## src/logic/cbd_pkg.sv

```systemverilog
// Shared constants, types and decode functions of the branch decoder block.
package cbd_pkg;

	// ------------------------------------------------------------------
	// Register map, byte addresses on the 32-bit register bus.
	// ------------------------------------------------------------------
	localparam int          AXI_AW     = 8;
	localparam logic [7:0]  OFF_CTRL   = 8'h00;
	localparam logic [7:0]  OFF_INSTR  = 8'h04;
	localparam logic [7:0]  OFF_PC     = 8'h08;
	localparam logic [7:0]  OFF_ACC    = 8'h0C;
	localparam logic [7:0]  OFF_STATUS = 8'h10;
	localparam logic [7:0]  OFF_DADDR  = 8'h18;
	localparam logic [7:0]  OFF_DATA   = 8'h1C;
	localparam logic [7:0]  OFF_PSW    = 8'hD0;

	// ------------------------------------------------------------------
	// Field positions and reset values.
	// ------------------------------------------------------------------
	localparam int          CTRL_START   = 0;
	localparam int          STAT_BUSY    = 0;
	localparam int          STAT_TAKEN   = 1;
	localparam int          STAT_CALL    = 2;
	localparam int          STAT_UNSUP   = 3;
	localparam int          STAT_CYC_LSB = 8;
	localparam int          PSW_CARRY    = 7;
	localparam int          PSW_BANK_LSB = 3;
	localparam logic [7:0]  PSW_RST      = 8'h00;
	localparam logic [7:0]  ACC_RST      = 8'h00;
	localparam logic [15:0] PC_RST       = 16'h0000;
	localparam logic [23:0] INSTR_RST    = 24'h000000;
	localparam logic [1:0]  RESP_OKAY    = 2'h0;
	localparam logic [1:0]  RESP_SLVERR  = 2'h2;

	// ------------------------------------------------------------------
	// Special function register addresses in the upper direct half.
	// ------------------------------------------------------------------
	localparam logic [7:0]  SFR_PSW      = 8'hD0;
	localparam logic [7:0]  SFR_ACC      = 8'hE0;
	localparam int          SFR_SEL_BIT  = 7;

	// ------------------------------------------------------------------
	// Opcodes and opcode patterns.
	// ------------------------------------------------------------------
	localparam logic [7:0]  OP_NOP       = 8'h00;
	localparam logic [7:0]  OP_SPARE     = 8'hA5;
	localparam logic [7:0]  OP_CJ_IMM    = 8'hB4;
	localparam logic [7:0]  OP_CJ_DIR    = 8'hB5;
	localparam logic [7:0]  OP_DJ_DIR    = 8'hD5;
	localparam logic [7:0]  OP_SHORT     = 8'h80;
	localparam logic [7:0]  OP_LG_JUMP   = 8'h02;
	localparam logic [7:0]  OP_LG_CALL   = 8'h12;
	localparam logic [6:0]  PFX_CJ_IND   = 7'h5B;
	localparam logic [4:0]  PFX_CJ_REG   = 5'h17;
	localparam logic [4:0]  PFX_DJ_REG   = 5'h1B;
	localparam logic [4:0]  LOW_PG_JUMP  = 5'h01;
	localparam logic [4:0]  LOW_PG_CALL  = 5'h11;

	// ------------------------------------------------------------------
	// Base cycle counts of each instruction without a taken branch.
	// ------------------------------------------------------------------
	localparam logic [2:0]  CYC_NOP      = 3'h1;
	localparam logic [2:0]  CYC_CJ       = 3'h3;
	localparam logic [2:0]  CYC_CJ_IND   = 3'h4;
	localparam logic [2:0]  CYC_DJ_REG   = 3'h2;
	localparam logic [2:0]  CYC_DJ_DIR   = 3'h3;
	localparam logic [2:0]  CYC_PAGE     = 3'h3;
	localparam logic [2:0]  CYC_SHORT    = 3'h3;
	localparam logic [2:0]  CYC_LONG     = 3'h4;

	typedef enum logic [3:0] {
		CL_NOP, CL_CJ_DIR, CL_CJ_IMM, CL_CJ_REG, CL_CJ_IND, CL_DJ_REG, CL_DJ_DIR,
		CL_SHORT, CL_PG_JUMP, CL_PG_CALL, CL_LG_JUMP, CL_LG_CALL, CL_UNSUP
	} cbd_class_t;

	typedef enum logic [1:0] {
		ST_IDLE, ST_OPND, ST_INDIR, ST_PAD
	} cbd_state_t;

	// Sorts an opcode into its instruction class.
	function automatic cbd_class_t cbd_classify(input logic [7:0] op);
		cbd_class_t c;
		c = CL_UNSUP;
		case (op)
			OP_NOP, OP_SPARE: c = CL_NOP;
			OP_CJ_DIR:        c = CL_CJ_DIR;
			OP_CJ_IMM:        c = CL_CJ_IMM;
			OP_DJ_DIR:        c = CL_DJ_DIR;
			OP_SHORT:         c = CL_SHORT;
			OP_LG_JUMP:       c = CL_LG_JUMP;
			OP_LG_CALL:       c = CL_LG_CALL;
			default: begin
				// Opcode families are matched on their fixed fields only.
				if (op[7:1] == PFX_CJ_IND)      c = CL_CJ_IND;
				else if (op[7:3] == PFX_CJ_REG) c = CL_CJ_REG;
				else if (op[7:3] == PFX_DJ_REG) c = CL_DJ_REG;
				else if (op[4:0] == LOW_PG_JUMP) c = CL_PG_JUMP;
				else if (op[4:0] == LOW_PG_CALL) c = CL_PG_CALL;
				else                            c = CL_UNSUP;
			end
		endcase
		return c;
	endfunction : cbd_classify

	// Instruction length in bytes.
	function automatic logic [1:0] cbd_length(input cbd_class_t c);
		case (c)
			CL_CJ_DIR, CL_CJ_IMM, CL_CJ_REG, CL_CJ_IND, CL_DJ_DIR,
			CL_LG_JUMP, CL_LG_CALL:           return 2'h3;
			CL_DJ_REG, CL_SHORT, CL_PG_JUMP, CL_PG_CALL: return 2'h2;
			default:                          return 2'h1;
		endcase
	endfunction : cbd_length

	// Cycle count when no conditional branch is taken.
	function automatic logic [2:0] cbd_base_cycles(input cbd_class_t c);
		case (c)
			CL_CJ_DIR, CL_CJ_IMM, CL_CJ_REG: return CYC_CJ;
			CL_CJ_IND:                       return CYC_CJ_IND;
			CL_DJ_REG:                       return CYC_DJ_REG;
			CL_DJ_DIR:                       return CYC_DJ_DIR;
			CL_SHORT:                        return CYC_SHORT;
			CL_PG_JUMP, CL_PG_CALL:          return CYC_PAGE;
			CL_LG_JUMP, CL_LG_CALL:          return CYC_LONG;
			default:                         return CYC_NOP;
		endcase
	endfunction : cbd_base_cycles

	// Data memory address of register idx in the given bank.
	function automatic logic [7:0] cbd_bank_addr(input logic [1:0] bank, input logic [2:0] idx);
		return {3'h0, bank, idx};
	endfunction : cbd_bank_addr

endpackage : cbd_pkg

```

## src/logic/cbd_branch_decode.sv

```systemverilog
// Compare and decrement branch executor with status word and register slave.
`timescale 1ns/1ns
`default_nettype none

module cbd_branch_decode #(
	parameter int RAM_AW = 8
) (
	input  wire logic                      aclk,
	input  wire logic                      aresetn,
	input  wire logic [cbd_pkg::AXI_AW-1:0] s_axi_awaddr,
	input  wire logic [2:0]                s_axi_awprot,
	input  wire logic                      s_axi_awvalid,
	output logic                           s_axi_awready,
	input  wire logic [31:0]               s_axi_wdata,
	input  wire logic [3:0]                s_axi_wstrb,
	input  wire logic                      s_axi_wvalid,
	output logic                           s_axi_wready,
	output logic [1:0]                     s_axi_bresp,
	output logic                           s_axi_bvalid,
	input  wire logic                      s_axi_bready,
	input  wire logic [cbd_pkg::AXI_AW-1:0] s_axi_araddr,
	input  wire logic [2:0]                s_axi_arprot,
	input  wire logic                      s_axi_arvalid,
	output logic                           s_axi_arready,
	output logic [31:0]                    s_axi_rdata,
	output logic [1:0]                     s_axi_rresp,
	output logic                           s_axi_rvalid,
	input  wire logic                      s_axi_rready,
	output logic                           exec_busy
);

	// ------------------------------------------------------------------
	// Declarations.
	// ------------------------------------------------------------------
	logic [7:0]          aw_addr_reg;
	logic                aw_hold_reg;
	logic [31:0]         w_data_reg;
	logic [3:0]          w_strb_reg;
	logic                w_hold_reg;
	logic [23:0]         instr_reg;
	logic [15:0]         pc_reg;
	logic [7:0]          acc_reg;
	logic [7:0]          psw_reg;
	logic [7:0]          dbg_addr_reg;
	logic [2:0]          cyc_reg;
	logic [2:0]          last_cyc_reg;
	logic                taken_reg;
	logic                call_reg;
	logic                unsup_reg;
	cbd_pkg::cbd_state_t state_reg;
	cbd_pkg::cbd_state_t state_next;
	logic [7:0]          ram_rdata;

	// ------------------------------------------------------------------
	// Register bus write channel.
	// ------------------------------------------------------------------
	wire aw_take  = s_axi_awvalid & s_axi_awready;
	wire w_take   = s_axi_wvalid & s_axi_wready;
	wire do_write = aw_hold_reg & w_hold_reg & ~s_axi_bvalid;
	wire aw_hold_next = do_write ? 1'b0 : (aw_hold_reg | aw_take);
	wire w_hold_next  = do_write ? 1'b0 : (w_hold_reg | w_take);
	wire idle     = (state_reg == cbd_pkg::ST_IDLE);

	// Write decode; everything but the control word is frozen while busy.
	wire wr_ctrl  = do_write & (aw_addr_reg == cbd_pkg::OFF_CTRL);
	wire wr_instr = do_write & idle & (aw_addr_reg == cbd_pkg::OFF_INSTR);
	wire wr_pc    = do_write & idle & (aw_addr_reg == cbd_pkg::OFF_PC);
	wire wr_acc   = do_write & idle & (aw_addr_reg == cbd_pkg::OFF_ACC) & w_strb_reg[0];
	wire wr_daddr = do_write & idle & (aw_addr_reg == cbd_pkg::OFF_DADDR) & w_strb_reg[0];
	wire wr_data  = do_write & idle & (aw_addr_reg == cbd_pkg::OFF_DATA) & w_strb_reg[0];
	wire wr_psw   = do_write & idle & (aw_addr_reg == cbd_pkg::OFF_PSW) & w_strb_reg[0];
	wire wr_hit   = (aw_addr_reg == cbd_pkg::OFF_CTRL) | (aw_addr_reg == cbd_pkg::OFF_INSTR)
		| (aw_addr_reg == cbd_pkg::OFF_PC) | (aw_addr_reg == cbd_pkg::OFF_ACC)
		| (aw_addr_reg == cbd_pkg::OFF_STATUS) | (aw_addr_reg == cbd_pkg::OFF_DADDR)
		| (aw_addr_reg == cbd_pkg::OFF_DATA) | (aw_addr_reg == cbd_pkg::OFF_PSW);
	wire start_now = wr_ctrl & idle & w_strb_reg[0] & w_data_reg[cbd_pkg::CTRL_START];

	// Address and data are held separately so either may arrive first.
	always_ff @(posedge aclk) begin
		if (!aresetn) begin
			aw_hold_reg   <= 1'b0;
			w_hold_reg    <= 1'b0;
			s_axi_awready <= 1'b1;
			s_axi_wready  <= 1'b1;
			s_axi_bvalid  <= 1'b0;
			s_axi_bresp   <= cbd_pkg::RESP_OKAY;
			aw_addr_reg   <= 8'h00;
			w_data_reg    <= 32'h00000000;
			w_strb_reg    <= 4'h0;
		end else begin
			aw_hold_reg   <= aw_hold_next;
			w_hold_reg    <= w_hold_next;
			s_axi_awready <= ~aw_hold_next;
			s_axi_wready  <= ~w_hold_next;
			if (aw_take) aw_addr_reg <= s_axi_awaddr;
			if (w_take) begin
				w_data_reg <= s_axi_wdata;
				w_strb_reg <= s_axi_wstrb;
			end
			if (do_write) begin
				s_axi_bvalid <= 1'b1;
				s_axi_bresp  <= wr_hit ? cbd_pkg::RESP_OKAY : cbd_pkg::RESP_SLVERR;
			end else if (s_axi_bready) begin
				s_axi_bvalid <= 1'b0;
			end
		end
	end

	// ------------------------------------------------------------------
	// Instruction decode and operand addressing.
	// ------------------------------------------------------------------
	wire [7:0] op_byte  = instr_reg[7:0];
	wire [7:0] byte1    = instr_reg[15:8];
	wire [7:0] byte2    = instr_reg[23:16];
	wire cbd_pkg::cbd_class_t cls = cbd_pkg::cbd_classify(op_byte);
	wire [1:0] ins_len  = cbd_pkg::cbd_length(cls);
	wire [2:0] base_cyc = cbd_pkg::cbd_base_cycles(cls);
	wire [1:0] bank     = psw_reg[cbd_pkg::PSW_BANK_LSB +: 2];
	wire is_cj   = (cls == cbd_pkg::CL_CJ_DIR) | (cls == cbd_pkg::CL_CJ_IMM)
		| (cls == cbd_pkg::CL_CJ_REG) | (cls == cbd_pkg::CL_CJ_IND);
	wire is_dj   = (cls == cbd_pkg::CL_DJ_REG) | (cls == cbd_pkg::CL_DJ_DIR);
	wire is_dir  = (cls == cbd_pkg::CL_CJ_DIR) | (cls == cbd_pkg::CL_DJ_DIR);
	wire is_reg  = (cls == cbd_pkg::CL_CJ_REG) | (cls == cbd_pkg::CL_DJ_REG);
	wire is_page = (cls == cbd_pkg::CL_PG_JUMP) | (cls == cbd_pkg::CL_PG_CALL);
	wire is_long = (cls == cbd_pkg::CL_LG_JUMP) | (cls == cbd_pkg::CL_LG_CALL);
	wire dir_sfr = byte1[cbd_pkg::SFR_SEL_BIT];

	// First operand address: bank register, pointer register or direct byte.
	wire [7:0] reg_addr = cbd_pkg::cbd_bank_addr(bank, op_byte[2:0]);
	wire [7:0] ptr_addr = cbd_pkg::cbd_bank_addr(bank, {2'h0, op_byte[0]});
	wire [7:0] first_addr = is_dir ? byte1 : is_reg ? reg_addr
		: (cls == cbd_pkg::CL_CJ_IND) ? ptr_addr : 8'h00;

	// The second read of an indirect compare uses the pointer just fetched.
	wire indir_step = (state_reg == cbd_pkg::ST_OPND) & (cls == cbd_pkg::CL_CJ_IND);
	wire [7:0] core_rd_addr = indir_step ? ram_rdata : first_addr;
	wire [7:0] ram_raddr = (idle & ~start_now) ? dbg_addr_reg : core_rd_addr;

	// ------------------------------------------------------------------
	// Evaluation of compare, decrement and branch targets.
	// ------------------------------------------------------------------
	wire eval = ((state_reg == cbd_pkg::ST_OPND) & (cls != cbd_pkg::CL_CJ_IND))
		| (state_reg == cbd_pkg::ST_INDIR);
	wire [7:0] sfr_rd = (byte1 == cbd_pkg::SFR_PSW) ? psw_reg
		: (byte1 == cbd_pkg::SFR_ACC) ? acc_reg : 8'h00;
	wire [7:0] opnd  = (is_dir & dir_sfr) ? sfr_rd : ram_rdata;
	wire [7:0] cmp_a = ((cls == cbd_pkg::CL_CJ_DIR) | (cls == cbd_pkg::CL_CJ_IMM)) ? acc_reg : opnd;
	wire [7:0] cmp_b = (cls == cbd_pkg::CL_CJ_DIR) ? opnd : byte1;
	wire cmp_ne  = (cmp_a != cmp_b);
	wire cmp_lt  = (cmp_a < cmp_b);
	wire [7:0] dec_val = opnd - 8'h01;
	wire dec_nz  = (dec_val != 8'h00);
	wire cond_taken = (is_cj & cmp_ne) | (is_dj & dec_nz);
	wire [2:0] total_now = base_cyc + {2'h0, cond_taken};

	// Relative offset sits in the last byte of the instruction.
	wire [7:0]  rel      = (ins_len == 2'h2) ? byte1 : byte2;
	wire [15:0] next_pc  = pc_reg + {14'h0, ins_len};
	wire [15:0] rel_tgt  = next_pc + {{8{rel[7]}}, rel};
	wire [15:0] page_tgt = {next_pc[15:11], op_byte[7:5], byte1};
	wire [15:0] long_tgt = {byte1, byte2};
	wire [15:0] target   = ((cls == cbd_pkg::CL_SHORT) | cond_taken) ? rel_tgt
		: is_page ? page_tgt : is_long ? long_tgt : next_pc;

	// Writes of the decremented value back to its operand.
	wire dj_ram   = eval & ((cls == cbd_pkg::CL_DJ_REG) | ((cls == cbd_pkg::CL_DJ_DIR) & ~dir_sfr));
	wire dj_sfr   = eval & (cls == cbd_pkg::CL_DJ_DIR) & dir_sfr;
	wire dj_psw   = dj_sfr & (byte1 == cbd_pkg::SFR_PSW);
	wire dj_acc   = dj_sfr & (byte1 == cbd_pkg::SFR_ACC);
	wire ram_we   = dj_ram | wr_data;
	wire [7:0] ram_waddr = dj_ram ? first_addr : dbg_addr_reg;
	wire [7:0] ram_wdata = dj_ram ? dec_val : w_data_reg[7:0];

	// Status word: software and decrement write bits 7..1, parity tracks A.
	wire [7:0] acc_next = wr_acc ? w_data_reg[7:0] : dj_acc ? dec_val : acc_reg;
	wire [6:0] psw_hi_wr = wr_psw ? w_data_reg[7:1] : dj_psw ? dec_val[7:1] : psw_reg[7:1];
	wire       carry_nx  = (eval & is_cj) ? cmp_lt : psw_hi_wr[6];
	wire [7:0] psw_next  = {carry_nx, psw_hi_wr[5:0], ^acc_next};

	// ------------------------------------------------------------------
	// Execution sequencer.
	// ------------------------------------------------------------------
	// Busy lasts exactly the documented cycle count; early results wait in pad.
	always_comb begin
		state_next = state_reg;
		case (state_reg)
			cbd_pkg::ST_IDLE: begin
				if (start_now) state_next = cbd_pkg::ST_OPND;
			end
			cbd_pkg::ST_OPND: begin
				if (cls == cbd_pkg::CL_CJ_IND) begin
					state_next = cbd_pkg::ST_INDIR;
				end else if (cyc_reg + 3'h1 == total_now) begin
					state_next = cbd_pkg::ST_IDLE;
				end else begin
					state_next = cbd_pkg::ST_PAD;
				end
			end
			cbd_pkg::ST_INDIR: begin
				state_next = (cyc_reg + 3'h1 == total_now) ? cbd_pkg::ST_IDLE : cbd_pkg::ST_PAD;
			end
			cbd_pkg::ST_PAD: begin
				if (cyc_reg + 3'h1 == last_cyc_reg) state_next = cbd_pkg::ST_IDLE;
			end
			default: state_next = cbd_pkg::ST_IDLE;
		endcase
	end

	// Sequencer state and cycle counter.
	always_ff @(posedge aclk) begin
		if (!aresetn) begin
			state_reg <= cbd_pkg::ST_IDLE;
			cyc_reg   <= 3'h0;
			exec_busy <= 1'b0;
		end else begin
			state_reg <= state_next;
			cyc_reg   <= idle ? 3'h0 : cyc_reg + 3'h1;
			exec_busy <= (state_next != cbd_pkg::ST_IDLE);
		end
	end

	// Architectural state; reserved bits of own registers reset to zero.
	always_ff @(posedge aclk) begin
		if (!aresetn) begin
			instr_reg    <= cbd_pkg::INSTR_RST;
			pc_reg       <= cbd_pkg::PC_RST;
			acc_reg      <= cbd_pkg::ACC_RST;
			psw_reg      <= cbd_pkg::PSW_RST;
			dbg_addr_reg <= 8'h00;
			last_cyc_reg <= 3'h0;
			taken_reg    <= 1'b0;
			call_reg     <= 1'b0;
			unsup_reg    <= 1'b0;
		end else begin
			acc_reg <= acc_next;
			psw_reg <= psw_next;
			if (wr_instr & w_strb_reg[0]) instr_reg[7:0]   <= w_data_reg[7:0];
			if (wr_instr & w_strb_reg[1]) instr_reg[15:8]  <= w_data_reg[15:8];
			if (wr_instr & w_strb_reg[2]) instr_reg[23:16] <= w_data_reg[23:16];
			if (wr_pc & w_strb_reg[0]) pc_reg[7:0]  <= w_data_reg[7:0];
			if (wr_pc & w_strb_reg[1]) pc_reg[15:8] <= w_data_reg[15:8];
			if (wr_daddr) dbg_addr_reg <= w_data_reg[7:0];
			if (eval) begin
				pc_reg       <= target;
				last_cyc_reg <= total_now;
				taken_reg    <= cond_taken;
				call_reg     <= (cls == cbd_pkg::CL_PG_CALL) | (cls == cbd_pkg::CL_LG_CALL);
				unsup_reg    <= (cls == cbd_pkg::CL_UNSUP);
			end
		end
	end

	// ------------------------------------------------------------------
	// Internal data memory.
	// ------------------------------------------------------------------
	cbd_ram #(
		.AW (RAM_AW),
		.DW (8)
	) u_ram (
		.aclk      (aclk),
		.we        (ram_we),
		.waddr     (ram_waddr[RAM_AW-1:0]),
		.wdata     (ram_wdata),
		.raddr     (ram_raddr[RAM_AW-1:0]),
		.rdata_reg (ram_rdata)
	);

	// ------------------------------------------------------------------
	// Register bus read channel.
	// ------------------------------------------------------------------
	wire [31:0] status_word = {21'h0, last_cyc_reg, 4'h0, unsup_reg, call_reg,
		taken_reg, ~idle};
	wire [7:0]  ra = s_axi_araddr;
	wire        rd_hit = (ra == cbd_pkg::OFF_CTRL) | (ra == cbd_pkg::OFF_INSTR)
		| (ra == cbd_pkg::OFF_PC) | (ra == cbd_pkg::OFF_ACC) | (ra == cbd_pkg::OFF_STATUS)
		| (ra == cbd_pkg::OFF_DADDR) | (ra == cbd_pkg::OFF_DATA) | (ra == cbd_pkg::OFF_PSW);
	wire [31:0] rd_mux =
		  (ra == cbd_pkg::OFF_INSTR)  ? {8'h00, instr_reg}
		: (ra == cbd_pkg::OFF_PC)     ? {16'h0000, pc_reg}
		: (ra == cbd_pkg::OFF_ACC)    ? {24'h000000, acc_reg}
		: (ra == cbd_pkg::OFF_STATUS) ? status_word
		: (ra == cbd_pkg::OFF_DADDR)  ? {24'h000000, dbg_addr_reg}
		: (ra == cbd_pkg::OFF_DATA)   ? {24'h000000, ram_rdata}
		: (ra == cbd_pkg::OFF_PSW)    ? {24'h000000, psw_reg}
		: 32'h00000000;
	wire ar_take = s_axi_arvalid & s_axi_arready;

	// One read in flight; the answer is registered at the edge that takes the address.
	always_ff @(posedge aclk) begin
		if (!aresetn) begin
			s_axi_arready <= 1'b1;
			s_axi_rvalid  <= 1'b0;
			s_axi_rdata   <= 32'h00000000;
			s_axi_rresp   <= cbd_pkg::RESP_OKAY;
		end else if (ar_take) begin
			s_axi_arready <= 1'b0;
			s_axi_rvalid  <= 1'b1;
			s_axi_rdata   <= rd_mux;
			s_axi_rresp   <= rd_hit ? cbd_pkg::RESP_OKAY : cbd_pkg::RESP_SLVERR;
		end else if (s_axi_rvalid & s_axi_rready) begin
			s_axi_rvalid  <= 1'b0;
			s_axi_arready <= 1'b1;
		end
	end

endmodule : cbd_branch_decode

`default_nettype wire

```

## src/logic/cbd_ram.sv

```systemverilog
// Internal data memory with one write port and a registered read port.
`timescale 1ns/1ns
`default_nettype none

module cbd_ram #(
	parameter int AW = 8,
	parameter int DW = 8
) (
	input  wire logic          aclk,
	input  wire logic          we,
	input  wire logic [AW-1:0] waddr,
	input  wire logic [DW-1:0] wdata,
	input  wire logic [AW-1:0] raddr,
	output logic      [DW-1:0] rdata_reg
);

	logic [DW-1:0] mem [0:(1<<AW)-1];

	// A read of the address being written returns the old contents.
	always_ff @(posedge aclk) begin
		if (we) begin
			mem[waddr] <= wdata;
		end
		rdata_reg <= mem[raddr];
	end

endmodule : cbd_ram

`default_nettype wire

```

## config.mk

```make
export PLATFORM = sky130hd
export DESIGN_NAME = cbd_branch_decode
export DESIGN_NICKNAME = d
export VERILOG_FILES = /design/src/logic/cbd_pkg.sv /design/src/logic/cbd_branch_decode.sv /design/src/logic/cbd_ram.sv
export SDC_FILE = /design/constraint.sdc
export NUM_CORES = 2
export LEC_CHECK = 0
export BUFFER_PORTS_ARGS = -buffer_cell sky130_fd_sc_hd__buf_4
export CAP_MARGIN = 0
export CORE_MARGIN = 5
export CORE_UTILIZATION = 30
export DETAILED_ROUTE_END_ITERATION = 8
export PLACE_DENSITY_LB_ADDON = 0.08
export RECOVER_POWER = 100
export SLEW_MARGIN = 20
export SYNTH_ARGS = -nofsm -noshare
export SYNTH_HDL_FRONTEND = slang
export SYNTH_HIERARCHICAL = 1
export SYNTH_SLANG_ARGS = --single-unit
```

## constraint.sdc

```tcl
create_clock -name aclk -period 12.8 [get_ports aclk]
set_clock_uncertainty 0.1 [all_clocks]
set_input_delay 0.64 -clock aclk [delete_from_list [all_inputs] [get_ports aclk]]
set_output_delay 0.64 -clock aclk [all_outputs]
set_load 0.02 [all_outputs]
```

Yosys cells after proc, flatten, opt, wreduce, memory -nomap -nowiden

Memories as Yosys holds them, arrays and structs flattened. A register that Yosys moved wholly into a read port is not among the register bits.
Cells that the tools add are included.
W data, S select, Z words.

Add/subtract/negate cells: 5
Order comparisons: 1
Eq/ne operators: 48
Muxes and demuxes: 54
Bitwise operators: 76
Reductions and logical operators: 15

Operators with widths:

| kind                 | number |
|---|---|
| $mux W8              | 18 |
| $mux W16             | 5 |
| $eq A8 B8 Y1 const B | 9 |
| $eq A8 B5 Y1 const B | 7 |
| $and A1 B1 Y1        | 39 |
| $eq A8 B4 Y1 const B | 4 |
| $or A1 B1 Y1         | 30 |
| $pmux W4 S7          | 1 |
| $logic_not A8 Y1     | 3 |
| $mux W24             | 1 |
| $mux W11             | 2 |
| $eq A4 B4 Y1 const B | 5 |
| $add A16 B16 Y16     | 1 |
| $add A16 B2 Y16      | 1 |
| $eq A4 B3 Y1 const B | 4 |
| $eq A8 B3 Y1 const B | 2 |
| $eq A5 B5 Y1 const B | 3 |
| $mux W7              | 2 |
| $mux W2              | 6 |
| $mux W4              | 3 |
| $reduce_bool A2 Y1   | 6 |
| $mux W1              | 11 |
| $mux W5              | 2 |
| $eq A4 B2 Y1 const B | 2 |
| other kinds (21)     | 32 |

Register bits after elaboration: 154
RAM bits: 2048
Bits in read-only memories: 80
Input bits: 65
Output and inout port bits: 42
Word-level logic and storage cells: 232
Memories: 3

Memory list:

| name            | depth | bits a word | read ports | clocked after memory_dff | wr ports | RTL line       | source |
|---|---|---|---|---|---|---|---|
| u_ram.mem       | 256   | 8           | 1          | 1                        | 1        | cbd_ram.sv:17  | `logic [DW-1:0] mem [0:(1<<AW)-1];` |
| (no name shown) | 16    | 3           | 1          | 0                        | 0        | cbd_pkg.sv:117 | `case (c)` |
| (no name shown) | 16    | 2           | 1          | 0                        | 0        | cbd_pkg.sv:107 | `case (c)` |

Longest topological paths before layout

Depth in word-level cells: 21
Gate-level depth with buffers: 28
Mapped depth without buffers: 25

By module

The synthesis kept the hierarchy.

By module, submodules not included:

| module            | times used | cells each | area an instance (sq um) | seq. area each (sq um) |
|---|---|---|---|---|
| cbd_ram           | 1          | 3733       | 79556.3                  | 61659.1 |
| cbd_branch_decode | 1          | 1237       | 9475.3                   | 2882.8 |

Least setup slack after synthesis

Ideal clock, no wire load.

Kind: reg2reg
Start point: register instr_reg[5]
End point: memory u_ram.mem[0][4], data pin
Setup time: 1.579 ns
Data arrival time: 9.673 ns
Required time: 11.121 ns
Path slack: 1.448 ns
Cell stages (with the launch flop): 14
Path buffers: 3
Period minus slack after synthesis: 11.352 ns
Cell sequence: dfxtp_1 buf_2 or4_4 buf_6 nor4b_4 nor4_2 o21ai_4 nand2_1 a221o_1 o21ai_0 ha_1 clkbuf_1 a22oi_1 a21oi_1

Longest elaborated chain between the ends: 11
Elaborated cells between the ends (all ways): 30
Those cells by class: 1 x add/sub; 14 x eq/ne; 6 x mux; 7 x bitwise; 2 x reduce/logical

Ends and longest elaborated chain:

| element                                      | RTL line                                           | source |
|---|---|---|
| start, declared                              | cbd_branch_decode.sv:40                            | `logic [23:0] instr_reg;` |
| start signal, assigned                       | cbd_branch_decode.sv:225                           | `instr_reg <= cbd_pkg::INSTR_RST;` |
| start signal, assigned                       | cbd_branch_decode.sv:237                           | `if (wr_instr & w_strb_reg[0]) instr_reg[7:0] <= w_data_reg[7:0];` |
| $eq A5 B5 Y1                                 | cbd_pkg.sv:96                                      | `else if (op[7:3] == PFX_DJ_REG) c = CL_DJ_REG;` |
| $mux W4                                      | cbd_pkg.sv:96                                      |  |
| $mux W4                                      | cbd_pkg.sv:95                                      | `else if (op[7:3] == PFX_CJ_REG) c = CL_CJ_REG;` |
| $mux W4                                      | cbd_pkg.sv:94                                      | `if (op[7:1] == PFX_CJ_IND) c = CL_CJ_IND;` |
| $pmux W4 S7 *                                | cbd_pkg.sv:84                                      | `case (op)` |
| $eq A4 B1 Y1 or $eq A4 B3 Y1 (tied branches) | cbd_branch_decode.sv:122, cbd_branch_decode.sv:166 |  |
| $or A1 B1 Y1                                 | cbd_branch_decode.sv:122                           | `wire is_dir = (cls == cbd_pkg::CL_CJ_DIR) \| (cls == cbd_pkg::CL_DJ_DIR);` |
| $and A1 B1 Y1                                | cbd_branch_decode.sv:146                           | `wire [7:0] opnd = (is_dir & dir_sfr) ? sfr_rd : ram_rdata;` |
| $mux W8                                      | cbd_branch_decode.sv:146                           |  |
| $sub A8 B1 Y8                                | cbd_branch_decode.sv:151                           | `wire [7:0] dec_val = opnd - 8'h01;` |
| $mux W8 *                                    | cbd_branch_decode.sv:172                           | `wire [7:0] ram_wdata = dj_ram ? dec_val : w_data_reg[7:0];` |
| net ram_wdata[4]                             | cbd_branch_decode.sv:172                           |  |
| end, declared                                | cbd_ram.sv:17                                      |  |

Mark *: on every way through the listed nets, which the timed path passes. The rest lies on a longest branch.

Final worst setup path

Start point: register instr_reg[3]
End point: memory u_ram.mem[210][3], enable pin

Elaborated cells between the ends (all ways): 40
Those cells by class: 18 x eq/ne; 12 x mux; 8 x bitwise; 2 x reduce/logical

RTL lines:

| element                                    | RTL line                                           | source |
|---|---|---|
| $eq A5 B5 Y1                               | cbd_pkg.sv:98                                      | `else if (op[4:0] == LOW_PG_CALL) c = CL_PG_CALL;` |
| $mux W3                                    | cbd_pkg.sv:98                                      |  |
| $mux W3                                    | cbd_pkg.sv:97                                      | `else if (op[4:0] == LOW_PG_JUMP) c = CL_PG_JUMP;` |
| $mux W4                                    | cbd_pkg.sv:96                                      |  |
| $mux W4                                    | cbd_pkg.sv:95                                      |  |
| $mux W4                                    | cbd_pkg.sv:94                                      |  |
| $pmux W4 S7 *                              | cbd_pkg.sv:84                                      |  |
| $eq A4 B2 Y1, or another cell as far along | cbd_branch_decode.sv:123                           | `wire is_reg = (cls == cbd_pkg::CL_CJ_REG) \| (cls == cbd_pkg::CL_DJ_REG);` |
| $or A1 B1 Y1, or another cell as far along | cbd_branch_decode.sv:123                           |  |
| $mux W5, or another cell as far along      | cbd_branch_decode.sv:131                           | `wire [7:0] first_addr = is_dir ? byte1 : is_reg ? reg_addr` |
| $mux W8 or $and A1 B1 Y1 (tied branches)   | cbd_branch_decode.sv:131, cbd_branch_decode.sv:166 |  |
| $mux W8 *                                  | cbd_branch_decode.sv:171                           | `wire [7:0] ram_waddr = dj_ram ? first_addr : dbg_addr_reg;` |
| net ram_waddr[1]                           | cbd_branch_decode.sv:171                           |  |

Marks and branches as above.

==> impl_metrics.ini <==
[floorplanning]
die_area_sq_um = 307800
start_util_pct = 30.05
num_rows = 200
die_w_um = 554.8
die_h_um = 554.8
ioPinCount = 107
coreArea_sq_um = 296300

[timing]
hold_viol_final = 0
timing.final.crit_share_pct = 76.93
worst_pin_slew_ps = 4227
slew_headroom_pct = -181.8
fmax_mhz = 101.5
period_minus_slack_ps = 9848
finalSetupViolCount = 0
grt_setup_unrepaired = no
finalMaxSlewViolations = 1025
finalSetupTns_ps = 0
fin_ws_ps = 2952

[clock_tree]
cts.reportedPaths.clkPinSlew_ps = 60
cts_tree = yes
htreeDepth = 5
clkSinkCount = 2200
clkLatencyLatePin_ps = 890
cts_resized = 0
cts_buffer_depth = 4
cts_buffers = 263
hold_buffers = 45
root_buffer = clkbuf_16
post_cts_buffers = 0

[logic_synthesis]
synth.avg_cell_area_sq_um = 17.91
ys_ff_latch = 2200
yosysMostFrequentCell = edfxtp_1
yosys-top-cells-count = edfxtp_1, mux4_2, nor2_1
synth_edf_count = 2048
synthArstFlopShare_pct = 0
yosys.area.top_type_share_pct = 69.08
ys_top_cells_by_area = edfxtp_1, mux4_2, dfxtp_1
syn-instance-count = 4970
yosysSeqAreaShare_pct = 72.49
yosysWarnings = 6
netlist_area_sq_um = 89030
synthFlopType = edfxtp_1
yosysTopAreaCell = edfxtp_1
ys_types = 95

[pwr]
vdd_ir_drop_max_mv = 0.09475
leakage_nw = 31.09
power_density_nw_per_um2 = 148.1

[setup_path]
setup.worst_path.start_class = flop
max_stage_delay_ps = 1980
crit_family = simple AND/OR/NAND/NOR gates
crit_required_ps = 13170
end_kind = flop
crit_arrival_ps = 10220
critPathKind = reg -> reg
worstPathCellList = or4b_1, o21ai_2, o21ai_0, o21ai_0, a22oi_1, a21oi_1, clkbuf_1, nor2b_1, clkbuf_1, nand3_1, nor2_1
crit_fanout = 19
path_buf_inv = 2
critical_path.slowest_cell = nand3_1

[global_routing]
grt.overflow.total = 0
grt_pass1_wl_mm = 382.2
grt_pass1_vias = 48458
grt_antenna_before_repair = 9
grt_usage_pct = 17.21
grt_max_degree = 176

[placed_design]
gp_congestion = 0.8230
dpl_worst_slack_ps = 5401
io_buffers = 81
placedCellCount = 8807
hpwl_mm = 165.6

[routing]
wl_per_cell_um = 29.15
vias = 47495
ant_nets = 0
drtIter0Drc = 3859
viasPerCell = 5.095
firstDrtPassIters = 9
wirelength_mm = 271.7
remaining_drc_errors = 2

[cells_and_area]
fin_cells = 9321
top_register = u_ram/mem
area_growth_pct = 14.90
drive_gt1_share_pct = 19.14
utilization_pct = 34.53
largest_register_ffs = 2048
nets = 5278

[hold_path]
hold_path_class = in -> reg

[run_status]
status = finished with violations
violations = design-rule violations, max-capacitance violations, max-slew violations

[job]
drv_cap = 33
## worst paths after layout
check	slack (ps)	endpoint	depth (start not counted)	from
max	2950	u_ram/mem[210][3]	11	instr_reg[3]
max reg2reg	2950	u_ram/mem[210][3]	11	instr_reg[3]
min	230	aw_addr_reg[2]	4	s_axi_awvalid
min reg2reg	350	s_axi_rdata[22]	2	s_axi_rdata[22]
## cell families (layout without fill, tap and decap cells)
group,Yosys count,in the layout,share of synthesized area [%]
flops,2200,2200,72.49
simple gates,969,969,5.033
compound gates,701,701,5.315
mux,674,674,14.04
buf+inv,347,745,2.185
xor+xnor,46,46,0.4680
fa+ha+maj,32,32,0.4666
other cells,1,15,0.004212
## metrics by stage
step	hold slack, ps	total power, mW	instance area [sq um]
6_report	232.8	15.15	102300
5_1_grt	254.2	15.70	102300
4_1_cts	1.886	15.39	102600
3_5_place_dp	351.1	8.318	94240
3_3_place_gp	340.6	8.310	94220
2_1_floorplan	331.0	8.200	89070
## tightest hold or removal path: stages
cell and delay, ps:
buf_4 130, nand2_1 200, nand2_1 130, a21oi_1 50
## final cells by class
| cell class | instances | area [sq um] |
|---|---|---|
| fillers | 28184 | 194000 |
| flip-flops and latches | 2200 | 64540 |
| multi-input cells | 2432 | 22820 |
| clock buffers | 331 | 6994 |
| well taps | 3939 | 4928 |
| repair buffers | 254 | 1944 |
| clock inverters | 130 | 940.9 |
| inverters | 30 | 113.9 |
| diodes | 5 | 12.51 |
## routing by layer
| layer | wire, um | vias to the layer above | track usage (%) |
|---|---|---|---|
| met5 | 0 | - | 0 |
| met2 | 132100 | 1147 | 28.57 |
| met4 | 7324 | 0 | 4.730 |
| met1 | 121100 | 25386 | 23.77 |
| li1 | - | 20605 | - |
| met3 | 11130 | 357 | 2.292 |
## report_power, final
part / switching (mW) / internal (mW)
Clock: 2.99 / 3.99
Sequential: 0.0150 / 7.89
Combinational: 0.211 / 0.0515
Total: 3.21 / 11.9
## cells in the final DEF, fill, tap and decap left out, types with 30 or more instances in the layout
| cell type | synthesis | routed |
|---|---|---|
| o21ai_0 | 53 | 56 |
| nand3_1 | 81 | 78 |
| a211oi_1 | 31 | 31 |
| ha_1 | 30 | 30 |
| o22ai_1 | 44 | 44 |
| a22oi_1 | 159 | 159 |
| clkinv_1 | 1 | 67 |
| clkinv_2 | 0 | 32 |
| nor2_1 | 408 | 405 |
| nor3_1 | 54 | 53 |
| dlygate4sd3_1 | 0 | 45 |
| mux2i_1 | 189 | 189 |
| clkbuf_16 | 0 | 269 |
| buf_4 | 38 | 133 |
| dfxtp_1 | 152 | 152 |
| edfxtp_1 | 2048 | 2048 |
| mux4_2 | 454 | 454 |
| clkbuf_1 | 174 | 123 |
| nor2b_1 | 41 | 38 |
| o221ai_1 | 47 | 47 |
| a21oi_1 | 232 | 222 |
| nand2_1 | 217 | 216 |
Note: power is estimated with default switching activity, not from simulation.
